**src/verilog/eaw_pkg.sv**
```systemverilog
// Constants shared by the external area wait timing block.
// Assumes a 32-bit AHB-Lite register bus and a 16-bit external parallel bus.
package eaw_pkg;

  // ---------------------------------------------------------------
  // Register offsets
  // ---------------------------------------------------------------
  localparam logic [7:0] OFS_TIMING  = 8'h00;
  localparam logic [7:0] OFS_ADDR    = 8'h04;
  localparam logic [7:0] OFS_WDATA   = 8'h08;
  localparam logic [7:0] OFS_CTRL    = 8'h0c;
  localparam logic [7:0] OFS_RDATA   = 8'h10;
  localparam logic [7:0] OFS_STRETCH = 8'h14;

  // ---------------------------------------------------------------
  // Timing register fields
  // ---------------------------------------------------------------
  localparam int POS_WAIT_CODE = 7;
  localparam int POS_WAIT_MASK = 6;
  localparam int POS_HOLD      = 0;
  localparam logic [3:0] RST_WAIT_CODE = 4'h2;
  localparam logic       RST_WAIT_MASK = 1'b0;
  localparam logic [1:0] RST_HOLD      = 2'h0;

  // ---------------------------------------------------------------
  // Control register fields
  // ---------------------------------------------------------------
  localparam int POS_START = 0;
  localparam int POS_DIR   = 1;
  localparam int POS_CLEAR = 2;
  localparam int POS_LANES = 4;
  localparam int POS_BUSY  = 0;
  localparam int POS_DONE  = 1;
  localparam logic [1:0] RST_LANES = 2'h3;

  // ---------------------------------------------------------------
  // Timing
  // ---------------------------------------------------------------
  localparam int CLK_PERIOD_PS   = 5000;
  localparam int EXT_CYCLE_PS    = 10000;
  localparam int EXT_CYC_CLKS    = (EXT_CYCLE_PS + CLK_PERIOD_PS - 1) / CLK_PERIOD_PS;
  localparam int HALF_CYC_CLKS   = EXT_CYC_CLKS / 2;
  localparam int CNT_W           = 7;

  typedef enum logic [2:0] {
    ST_IDLE  = 3'b000,
    ST_SETUP = 3'b001,
    ST_WAIT  = 3'b010,
    ST_EXTW  = 3'b011,
    ST_HOLD  = 3'b100
  } eaw_state_t;

endpackage : eaw_pkg

```
**src/verilog/eaw_area_ctrl.sv**
```systemverilog
// External area access controller with programmable wait and hold timing.
// Assumes an AHB-Lite master with single word transfers and a synchronous
// external bus whose wait input is active low.
//
// Operation
// - The wait code gives the number of read wait cycles; 0001 is one.
// - Codes 0100 to 1100 give 4,5,6,8,10,12,14,18 and 24 wait cycles.
// - Mask bit 6 at zero honours the wait input; at one ignores it.
// - The mask setting applies even when the programmed wait count is zero.
// - Timing bits 5 to 2 read as zero; software writes zeros there.
// - Hold code sets strobe negation to address and select negation delay.
// - Mask bit and upper hold bit reset to zero and are read/write.
`timescale 1ns/1ps
module eaw_area_ctrl
  import eaw_pkg::*;
(
  input  wire logic        clock,
  input  wire logic        resetn,
  input  wire logic        hsel,
  input  wire logic [31:0] haddr,
  input  wire logic [1:0]  htrans,
  input  wire logic        hwrite,
  input  wire logic [2:0]  hsize,
  input  wire logic [31:0] hwdata,
  input  wire logic        hready,
  output logic             hreadyout,
  output logic      [31:0] hrdata,
  output logic             hresp,
  output logic      [15:0] ext_addr,
  output logic      [15:0] ext_data_o,
  output logic             ext_data_oe,
  input  wire logic [15:0] ext_data_i,
  output logic             area_select_n,
  output logic             read_strobe_n,
  output logic             write_strobe_n,
  output logic      [1:0]  byte_lane_strobe_n,
  input  wire logic        ext_wait_n
);

  // ---------------------------------------------------------------
  // Bus slave state
  // ---------------------------------------------------------------
  logic        wr_pend_q, wr_pend_d;
  logic        rd_pend_q, rd_pend_d;
  logic [7:0]  ofs_q, ofs_d;
  logic        hreadyout_q, hreadyout_d;
  logic [31:0] hrdata_q, hrdata_d;
  logic        addr_ok;

  // ---------------------------------------------------------------
  // Software registers
  // ---------------------------------------------------------------
  logic [3:0]  wait_code_q, wait_code_d;
  logic        external_wait_mask_q, external_wait_mask_d;
  logic [1:0]  hold_q, hold_d;
  logic [15:0] addr_q, addr_d;
  logic [15:0] wdata_q, wdata_d;
  logic        dir_q, dir_d;
  logic [1:0]  lanes_q, lanes_d;
  logic        done_q, done_d;
  logic [15:0] rdata_q, rdata_d;
  logic [7:0]  stretch_q, stretch_d;
  logic        start;

  // ---------------------------------------------------------------
  // Access engine state
  // ---------------------------------------------------------------
  eaw_state_t       state_q, state_d;
  logic             cnt_load;
  logic [CNT_W-1:0] cnt_val;
  logic             cnt_zero;
  logic [4:0]       waits;
  logic             finish;
  logic [15:0]      ext_addr_q, ext_addr_d;
  logic [15:0]      ext_data_o_q, ext_data_o_d;
  logic             ext_data_oe_q, ext_data_oe_d;
  logic             area_sel_n_q, area_sel_n_d;
  logic             rd_stb_n_q, rd_stb_n_d;
  logic             wr_stb_n_q, wr_stb_n_d;
  logic [1:0]       lane_n_q, lane_n_d;

  function automatic logic ofs_mapped(input logic [7:0] ofs);
    ofs_mapped = (ofs == OFS_TIMING) || (ofs == OFS_ADDR) || (ofs == OFS_WDATA) ||
                 (ofs == OFS_CTRL) || (ofs == OFS_RDATA) || (ofs == OFS_STRETCH);
  endfunction : ofs_mapped

  function automatic logic strobe_phase(input eaw_state_t st);
    strobe_phase = (st == ST_WAIT) || (st == ST_EXTW);
  endfunction : strobe_phase

  // ---------------------------------------------------------------
  // Bus slave
  // ---------------------------------------------------------------
  assign addr_ok = hsel && htrans[1] && hready && (hsize == 3'h2);

  always_comb begin
    wr_pend_d   = 1'b0;
    rd_pend_d   = 1'b0;
    ofs_d       = ofs_q;
    hreadyout_d = 1'b1;
    hrdata_d    = hrdata_q;
    if (addr_ok) begin
      ofs_d       = haddr[7:0];
      wr_pend_d   = hwrite && ofs_mapped(haddr[7:0]);
      rd_pend_d   = !hwrite;
      hreadyout_d = hwrite;
    end
    if (rd_pend_q) begin
      hrdata_d = '0;
      case (ofs_q)
        OFS_TIMING: begin
          hrdata_d[POS_WAIT_CODE +: 4] = wait_code_q;
          hrdata_d[POS_WAIT_MASK]      = external_wait_mask_q;
          hrdata_d[POS_HOLD +: 2]      = hold_q;
        end
        OFS_ADDR:    hrdata_d[15:0] = addr_q;
        OFS_WDATA:   hrdata_d[15:0] = wdata_q;
        OFS_CTRL: begin
          hrdata_d[POS_BUSY]      = (state_q != ST_IDLE);
          hrdata_d[POS_DONE]      = done_q;
          hrdata_d[POS_DIR + 2]   = dir_q;
          hrdata_d[POS_LANES +: 2] = lanes_q;
        end
        OFS_RDATA:   hrdata_d[15:0] = rdata_q;
        OFS_STRETCH: hrdata_d[7:0]  = stretch_q;
        default:     hrdata_d = '0;
      endcase
    end
  end

  always_ff @(posedge clock or negedge resetn) begin
    if (!resetn) begin
      wr_pend_q   <= 1'b0;
      rd_pend_q   <= 1'b0;
      ofs_q       <= 8'h00;
      hreadyout_q <= 1'b1;
      hrdata_q    <= 32'h0000_0000;
    end else begin
      wr_pend_q   <= wr_pend_d;
      rd_pend_q   <= rd_pend_d;
      ofs_q       <= ofs_d;
      hreadyout_q <= hreadyout_d;
      hrdata_q    <= hrdata_d;
    end
  end

  // ---------------------------------------------------------------
  // Register writes
  // ---------------------------------------------------------------
  assign start = wr_pend_q && (ofs_q == OFS_CTRL) && hwdata[POS_START] && (state_q == ST_IDLE);

  always_comb begin
    wait_code_d          = wait_code_q;
    external_wait_mask_d = external_wait_mask_q;
    hold_d               = hold_q;
    addr_d               = addr_q;
    wdata_d              = wdata_q;
    dir_d                = dir_q;
    lanes_d              = lanes_q;
    done_d               = done_q;
    if (wr_pend_q) begin
      case (ofs_q)
        OFS_TIMING: begin
          wait_code_d          = hwdata[POS_WAIT_CODE +: 4];
          external_wait_mask_d = hwdata[POS_WAIT_MASK];
          hold_d               = hwdata[POS_HOLD +: 2];
        end
        OFS_ADDR:  addr_d  = hwdata[15:0];
        OFS_WDATA: wdata_d = hwdata[15:0];
        OFS_CTRL: begin
          if (hwdata[POS_CLEAR]) begin
            done_d = 1'b0;
          end
          if (state_q == ST_IDLE) begin
            dir_d   = hwdata[POS_DIR];
            lanes_d = hwdata[POS_LANES +: 2];
          end
        end
        default: done_d = done_q;
      endcase
    end
    if (finish) begin
      done_d = 1'b1;
    end
  end

  always_ff @(posedge clock or negedge resetn) begin
    if (!resetn) begin
      wait_code_q          <= RST_WAIT_CODE;
      external_wait_mask_q <= RST_WAIT_MASK;
      hold_q               <= RST_HOLD;
      addr_q               <= 16'h0000;
      wdata_q              <= 16'h0000;
      dir_q                <= 1'b0;
      lanes_q              <= RST_LANES;
      done_q               <= 1'b0;
    end else begin
      wait_code_q          <= wait_code_d;
      external_wait_mask_q <= external_wait_mask_d;
      hold_q               <= hold_d;
      addr_q               <= addr_d;
      wdata_q              <= wdata_d;
      dir_q                <= dir_d;
      lanes_q              <= lanes_d;
      done_q               <= done_d;
    end
  end

  // ---------------------------------------------------------------
  // Access engine
  // ---------------------------------------------------------------
  eaw_wait_decode u_decode (
    .code  (wait_code_q),
    .waits (waits)
  );

  eaw_cycle_count u_count (
    .clock    (clock),
    .resetn   (resetn),
    .load     (cnt_load),
    .load_val (cnt_val),
    .zero     (cnt_zero)
  );

  always_comb begin
    state_d   = state_q;
    cnt_load  = 1'b0;
    cnt_val   = '0;
    finish    = 1'b0;
    rdata_d   = rdata_q;
    stretch_d = stretch_q;
    case (state_q)
      ST_IDLE: begin
        if (start) begin
          state_d   = ST_SETUP;
          cnt_load  = 1'b1;
          cnt_val   = CNT_W'(EXT_CYC_CLKS - 1);
          stretch_d = 8'h00;
        end
      end
      ST_SETUP: begin
        if (cnt_zero) begin
          cnt_load = 1'b1;
          if (!dir_q && (waits != 5'h00)) begin
            state_d = ST_WAIT;
            cnt_val = CNT_W'(waits * EXT_CYC_CLKS - 1);
          end else begin
            state_d = ST_EXTW;
            cnt_val = CNT_W'(EXT_CYC_CLKS - 1);
          end
        end
      end
      ST_WAIT: begin
        if (cnt_zero) begin
          state_d  = ST_EXTW;
          cnt_load = 1'b1;
          cnt_val  = CNT_W'(EXT_CYC_CLKS - 1);
        end
      end
      ST_EXTW: begin
        if (cnt_zero) begin
          cnt_load = 1'b1;
          if (!external_wait_mask_q && !ext_wait_n) begin
            cnt_val   = CNT_W'(EXT_CYC_CLKS - 1);
            stretch_d = stretch_q + 8'h01;
          end else begin
            state_d = ST_HOLD;
            cnt_val = CNT_W'(HALF_CYC_CLKS - 1 + EXT_CYC_CLKS * hold_q);
            if (!dir_q) begin
              rdata_d = ext_data_i;
            end
          end
        end
      end
      ST_HOLD: begin
        if (cnt_zero) begin
          state_d = ST_IDLE;
          finish  = 1'b1;
        end
      end
      default: state_d = ST_IDLE;
    endcase
  end

  always_comb begin
    ext_addr_d    = (state_d == ST_IDLE) ? ext_addr_q : addr_q;
    ext_data_o_d  = wdata_q;
    ext_data_oe_d = dir_q && (state_d != ST_IDLE);
    area_sel_n_d  = (state_d == ST_IDLE);
    rd_stb_n_d    = !(strobe_phase(state_d) && !dir_q);
    wr_stb_n_d    = !(strobe_phase(state_d) && dir_q);
    lane_n_d      = strobe_phase(state_d) ? ~lanes_q : 2'h3;
  end

  always_ff @(posedge clock or negedge resetn) begin
    if (!resetn) begin
      state_q       <= ST_IDLE;
      rdata_q       <= 16'h0000;
      stretch_q     <= 8'h00;
      ext_addr_q    <= 16'h0000;
      ext_data_o_q  <= 16'h0000;
      ext_data_oe_q <= 1'b0;
      area_sel_n_q  <= 1'b1;
      rd_stb_n_q    <= 1'b1;
      wr_stb_n_q    <= 1'b1;
      lane_n_q      <= 2'h3;
    end else begin
      state_q       <= state_d;
      rdata_q       <= rdata_d;
      stretch_q     <= stretch_d;
      ext_addr_q    <= ext_addr_d;
      ext_data_o_q  <= ext_data_o_d;
      ext_data_oe_q <= ext_data_oe_d;
      area_sel_n_q  <= area_sel_n_d;
      rd_stb_n_q    <= rd_stb_n_d;
      wr_stb_n_q    <= wr_stb_n_d;
      lane_n_q      <= lane_n_d;
    end
  end

  // ---------------------------------------------------------------
  // Outputs
  // ---------------------------------------------------------------
  assign hreadyout          = hreadyout_q;
  assign hrdata             = hrdata_q;
  assign hresp              = 1'b0;
  assign ext_addr           = ext_addr_q;
  assign ext_data_o         = ext_data_o_q;
  assign ext_data_oe        = ext_data_oe_q;
  assign area_select_n      = area_sel_n_q;
  assign read_strobe_n      = rd_stb_n_q;
  assign write_strobe_n     = wr_stb_n_q;
  assign byte_lane_strobe_n = lane_n_q;

endmodule : eaw_area_ctrl

```
**src/verilog/eaw_wait_decode.sv**
```systemverilog
// Decoder from the 4-bit read wait code to a number of wait cycles.
// Assumes the code comes from a register and is stable during an access.
`timescale 1ns/1ps
module eaw_wait_decode
  import eaw_pkg::*;
(
  input  wire logic [3:0] code,
  output logic      [4:0] waits
);

  // ---------------------------------------------------------------
  // Code table
  // ---------------------------------------------------------------
  always_comb begin
    case (code)
      4'h7:    waits = 5'h08;
      4'h8:    waits = 5'h0a;
      4'h9:    waits = 5'h0c;
      4'ha:    waits = 5'h0e;
      4'hb:    waits = 5'h12;
      4'hc:    waits = 5'h18;
      4'hd,
      4'he,
      4'hf:    waits = 5'h18;
      default: waits = {1'b0, code};
    endcase
  end

endmodule : eaw_wait_decode

```
**src/verilog/eaw_cycle_count.sv**
```systemverilog
// Down counter that times each phase of an external access.
// Assumes a load is only given when the current phase has ended.
`timescale 1ns/1ps
module eaw_cycle_count
  import eaw_pkg::*;
(
  input  wire logic             clock,
  input  wire logic             resetn,
  input  wire logic             load,
  input  wire logic [CNT_W-1:0] load_val,
  output logic                  zero
);

  logic [CNT_W-1:0] cnt_q;
  logic [CNT_W-1:0] cnt_d;

  // ---------------------------------------------------------------
  // Counter
  // ---------------------------------------------------------------
  always_comb begin
    if (load) begin
      cnt_d = load_val;
    end else if (cnt_q != '0) begin
      cnt_d = cnt_q - CNT_W'(1);
    end else begin
      cnt_d = cnt_q;
    end
  end

  always_ff @(posedge clock or negedge resetn) begin
    if (!resetn) begin
      cnt_q <= '0;
    end else begin
      cnt_q <= cnt_d;
    end
  end

  assign zero = (cnt_q == '0);

endmodule : eaw_cycle_count

```
**config.mk**
```make
export PLATFORM = sky130hd
export DESIGN_NAME = eaw_area_ctrl
export DESIGN_NICKNAME = d
export VERILOG_FILES = /design/src/verilog/eaw_pkg.sv /design/src/verilog/eaw_area_ctrl.sv /design/src/verilog/eaw_wait_decode.sv /design/src/verilog/eaw_cycle_count.sv
export SDC_FILE = /design/constraint.sdc
export NUM_CORES = 1
export LEC_CHECK = 0
export BUFFER_PORTS_ARGS = -buffer_cell sky130_fd_sc_hd__buf_2
export CAP_MARGIN = 20
export CORE_MARGIN = 2
export CORE_UTILIZATION = 45
export CTS_BUF_LIST = sky130_fd_sc_hd__clkbuf_4
export CTS_CLUSTER_SIZE = 10
export DETAILED_ROUTE_END_ITERATION = 10
export PLACE_DENSITY = 0.8
export SLEW_MARGIN = 15
export SYNTH_ARGS = -nofsm -noshare
export SYNTH_HDL_FRONTEND = slang
export SYNTH_SLANG_ARGS = --single-unit
export TNS_END_PERCENT = 30
```
**constraint.sdc**
```tcl
create_clock -name clock -period 2.5 [get_ports clock]
set_input_delay 0 -clock clock [delete_from_list [all_inputs] [get_ports clock]]
set_output_delay 0 -clock clock [all_outputs]
set_load 0.005 [all_outputs]
```
==> reports/metrics.csv <==
stage,metric,value,unit
outcome,status,finished clean,
timing,fin_tns_setup,0,ns
clocking,clockBufferDepth,2,
placed_design,place.gp.congestion,0.8429,
synthesis,synth_area_leaders,"dfrtp_1 (50%), mux2_2 (13%), dfstp_2 (3.6%)",
clocking,cts-root-buf,clkbuf_4,
timing,fin_skew,0.02587,ns
timing,finalHoldViolCount,0,
setup_path,crit_path_cell_trace,or4_4 > or4_4 > nor2_8 > buf_12 > mux2_2,
die,dieWidth,125.0,um
timing,tightest_slew,0.8527,ns
placed_design,io_buffers,104,
setup_path,slowest_delay,0.60,ns
timing,holdWs,0.05223,ns
clocking,cts_max_level,4,
detailed_routing,wl_per_cell,19.21,um
synthesis,synth_commonest_cells,"dfrtp_1 (133), mux2_2 (79), nand2_1 (23)",
synthesis,syn_inst,532,
power,swShare,32.53,%
synthesis,ys_seq_area_share,54.07,%
clocking,cts_sinks,142,
global_routing,grt_start_max_net_pins,55,
power,p_int,3471,uW
run,drv_cap,0,
synthesis,synth.most_common_cell,dfrtp_1,
global_routing,grt_pass1_vias,5099,
global_routing,track_usage,22.18,%
clocking,cts_tree,built,
clocking,post_cts_buffers,0,
setup_path,slowest_stage,or4_4,
synthesis,avgSynthCellArea,12.39,sq um
finish,areaGrowthSynthToFinish,22.77,%
setup_path,crit_path_start_kind,register,
synthesis,synth-edff-count,0,
setup_path,setup.worst_path.end_class,register,
setup_path,path_common_cell,or4_4,
synthesis,synthArstFlopShare,100.0,%
detailed_routing,drtIter0Drc,472,
setup_path,path_class,register to register,
power,p_clk_share,28.7,%
finish,n_antenna_cell,0,
die,ios,163,
min_path,min_to,wr_pend_q$_DFF_PN0_,
global_routing,gr-total-overflow,0,
synthesis,synth_area,6593,sq um
detailed_routing,drc,0,
setup_path,required,2.94,ns
detailed_routing,via_count,5112,
finish,drive_gt1_share,38.58,%
min_path,hold-path-cell-count,3,
die,rows,44,
setup_path,cp_num_buf_inv,1,
power,p_total,5144,uW
timing,finalCritPeriodShare,95.22,%
finish,final_nets,787,
timing,setup_viol,0,
synthesis,ys_ff_latch,142,
power,leakage,0.003745,uW
die,dieHeight,125.0,um
power,ir_worst_vdd,0.0004196,V
setup_path,cp_top_family,simple AND/OR/NAND/NOR gates,
synthesis,synth_area_leader_cell,dfrtp_1,
detailed_routing,antenna_left,0,
detailed_routing,totalWireLength,17080,um
power,p_comb_share,20.9,%
clocking,clk_latency,0.56,ns
clocking,path_clk_slew,0.14,ns
power,p_seq_share,50.4,%
power,powerDensity,635.6,nW/um^2
global_routing,grt_pass1_wl,27540,um
die,initial_core_util,45.71,%
timing,maxSlewViolCount,0,
setup_path,reg2reg_to,rdata_q[3]$_DFFE_PN0P_,
setup_path,r2r-start,u_count.cnt_q[3]$_DFFE_PN0P_,
synthesis,synth_top_area_share,50.48,%
placed_design,post-place-ws,0.1072,ns
setup_path,cp.arrival,2.82,ns
power,power.switching,1674,uW
timing,timing.fmax,420.1,MHz
timing,min_period,2.381,ns
setup_path,crit_fanout,16,
die,core,14420,sq um
timing,rsz0062_at_grt,yes,
synthesis,ys.flop_type,dfrtp_1,
global_routing,antenna_found_initial,0,
detailed_routing,vias_per_cell,5.750,
setup_path,r2r_cells,5,
synthesis,synthDistinctLibCells,65,
timing,setup_ws,0.1194,ns
setup_path,rrSetupSlack,0.12,ns
timing,maxSlewHeadroom,43.13,%
clocking,cts_buffers,17,
synthesis,synth_warnings,0,
min_path,hp-class,primary input to register,
placed_design,dpl.hpwl,11460,um
detailed_routing,first_pass_iters,5,
min_path,hp-start,htrans[1],
die,die_area,15630,sq um
## per-layer routing
| layer | part of all wire (%) | vias up | track usage, % |
|---|---|---|---|
| li1 | - | 2237 | - |
| met1 | 42 | 2571 | 30.11 |
| met2 | 50 | 264 | 36.57 |
| met3 | 6.4 | 40 | 4.193 |
| met4 | 1.9 | 0 | 6.471 |
| met5 | 0 | - | 0 |
## cell usage in the layout, fill, tap and decap left out, types with 4 or more instances in the layout
| cell type | n |
|---|---|
| a21oi_1 | 10 |
| conb_1 | 17 |
| nand2b_1 | 9 |
| and2_1 | 4 |
| nor3_1 | 5 |
| a22oi_1 | 11 |
| a211oi_1 | 6 |
| and3_1 | 6 |
| nand3_1 | 15 |
| inv_1 | 15 |
| ha_1 | 4 |
| clkinvlp_4 | 4 |
| clkbuf_4 | 17 |
| xnor2_1 | 4 |
| dfstp_2 | 9 |
| o32ai_1 | 4 |
| mux2_4 | 10 |
| buf_4 | 20 |
| a31oi_1 | 10 |
| mux2i_1 | 18 |
| dlygate4sd3_1 | 45 |
| nor2b_1 | 9 |
| nand2_1 | 23 |
| buf_2 | 103 |
| nor2_1 | 21 |
| dfrtp_1 | 133 |
| inv_6 | 5 |
| a22o_1 | 6 |
| o21ai_0 | 5 |
| nor4_1 | 6 |
| mux2_2 | 79 |
## per-stage QoR
stage          util (%)  cell area (sq um)  cells
6_report          56.12               8094    889
5_1_grt           56.12               8094    889
4_1_cts           56.06               8087    889
3_5_place_dp      51.01               7357    812
3_3_place_gp      51.01               7357    812
2_1_floorplan         -               6653    548
## worst register-to-register path: stages, from the launching register on
cell and delay, ns:
dfrtp_1 0.45, or4_4 0.60, or4_4 0.58, nor2_8 0.11, buf_12 0.18, mux2_2 0.37
## what timing repair did
item                       4_1_cts  5_1_grt
gates resized for setup          0        2
hold buffers                    45        0
hold endpoints to repair       205        0
setup endpoints to repair        0        6
## cell type report
class                           count  area [sq um]
Fill cell                        1153          6330
Sequential cell                   142          3565
Multi-Input combinational cell    344          2776
Timing Repair Buffer              172          1187
Tap cell                          184         230.2
Clock inverter                     15         151.4
Clock buffer                       17         127.6
Inverter                           15         56.30
## kinds of logic (layout without fill, tap and decap cells)
group                      count (synthesis)  after routing  synth area share [%]
buffers and inverters                     62            219                 4.840
other                                      1             17               0.05688
muxes                                    107            107                 18.50
adders and majority gates                  6              6                 1.063
DFF                                      142            142                 54.07
and+or+nand+nor                          124            124                 10.95
xor gates and xnor gates                   5              5                0.6642
AOI/OAI and AO/OA                         85             85                 9.850
## sequential cells by signal (all words and copies together), names as in the netlist, 2 cells and up
name / flops
ofs_q: 8
byte_lane_strobe_n: 2
stretch_q: 8
ext_data_o_d: 16
ext_data_o: 16
state_q: 3
hrdata: 16
hold_q: 2
ext_addr: 16
lanes_q: 2
u_count.cnt_q: 7
addr_q: 16
wait_code_q: 4
rdata_q: 16
## power by group through the flow
stage	Combinational, uW	Clock, uW	Sequential (uW)
final	1080	1480	2590
after global routing	1180	1590	2610
after CTS	1050	1480	2590
after detailed placement	990	0	2630
after global placement	964	0	2620
after floorplan	678	0	2590
## worst max path at each step
| stage | depth (start not counted) | to | startpoint | slack (ns) |
|---|---|---|---|---|
| global route | 5 | stretch_q[5]$_DFFE_PN0P_ | u_count.cnt_q[2]$_DFFE_PN0P_ | -0.03 |
| finish | 5 | rdata_q[3]$_DFFE_PN0P_ | u_count.cnt_q[3]$_DFFE_PN0P_ | 0.12 |
| CTS | 7 | u_count.cnt_q[6]$_DFFE_PN0P_ | wait_code_q[1]$_DFFE_PN1P_ | 0.08 |
| floorplan | 8 | u_count.cnt_q[6]$_DFFE_PN0P_ | wait_code_q[1]$_DFFE_PN1P_ | 0.20 |
| detailed placement | 7 | u_count.cnt_q[6]$_DFFE_PN0P_ | wait_code_q[1]$_DFFE_PN1P_ | 0.11 |
| global placement | 7 | u_count.cnt_q[6]$_DFFE_PN0P_ | wait_code_q[1]$_DFFE_PN1P_ | 0.16 |
Power figures use the tool's default switching activity.
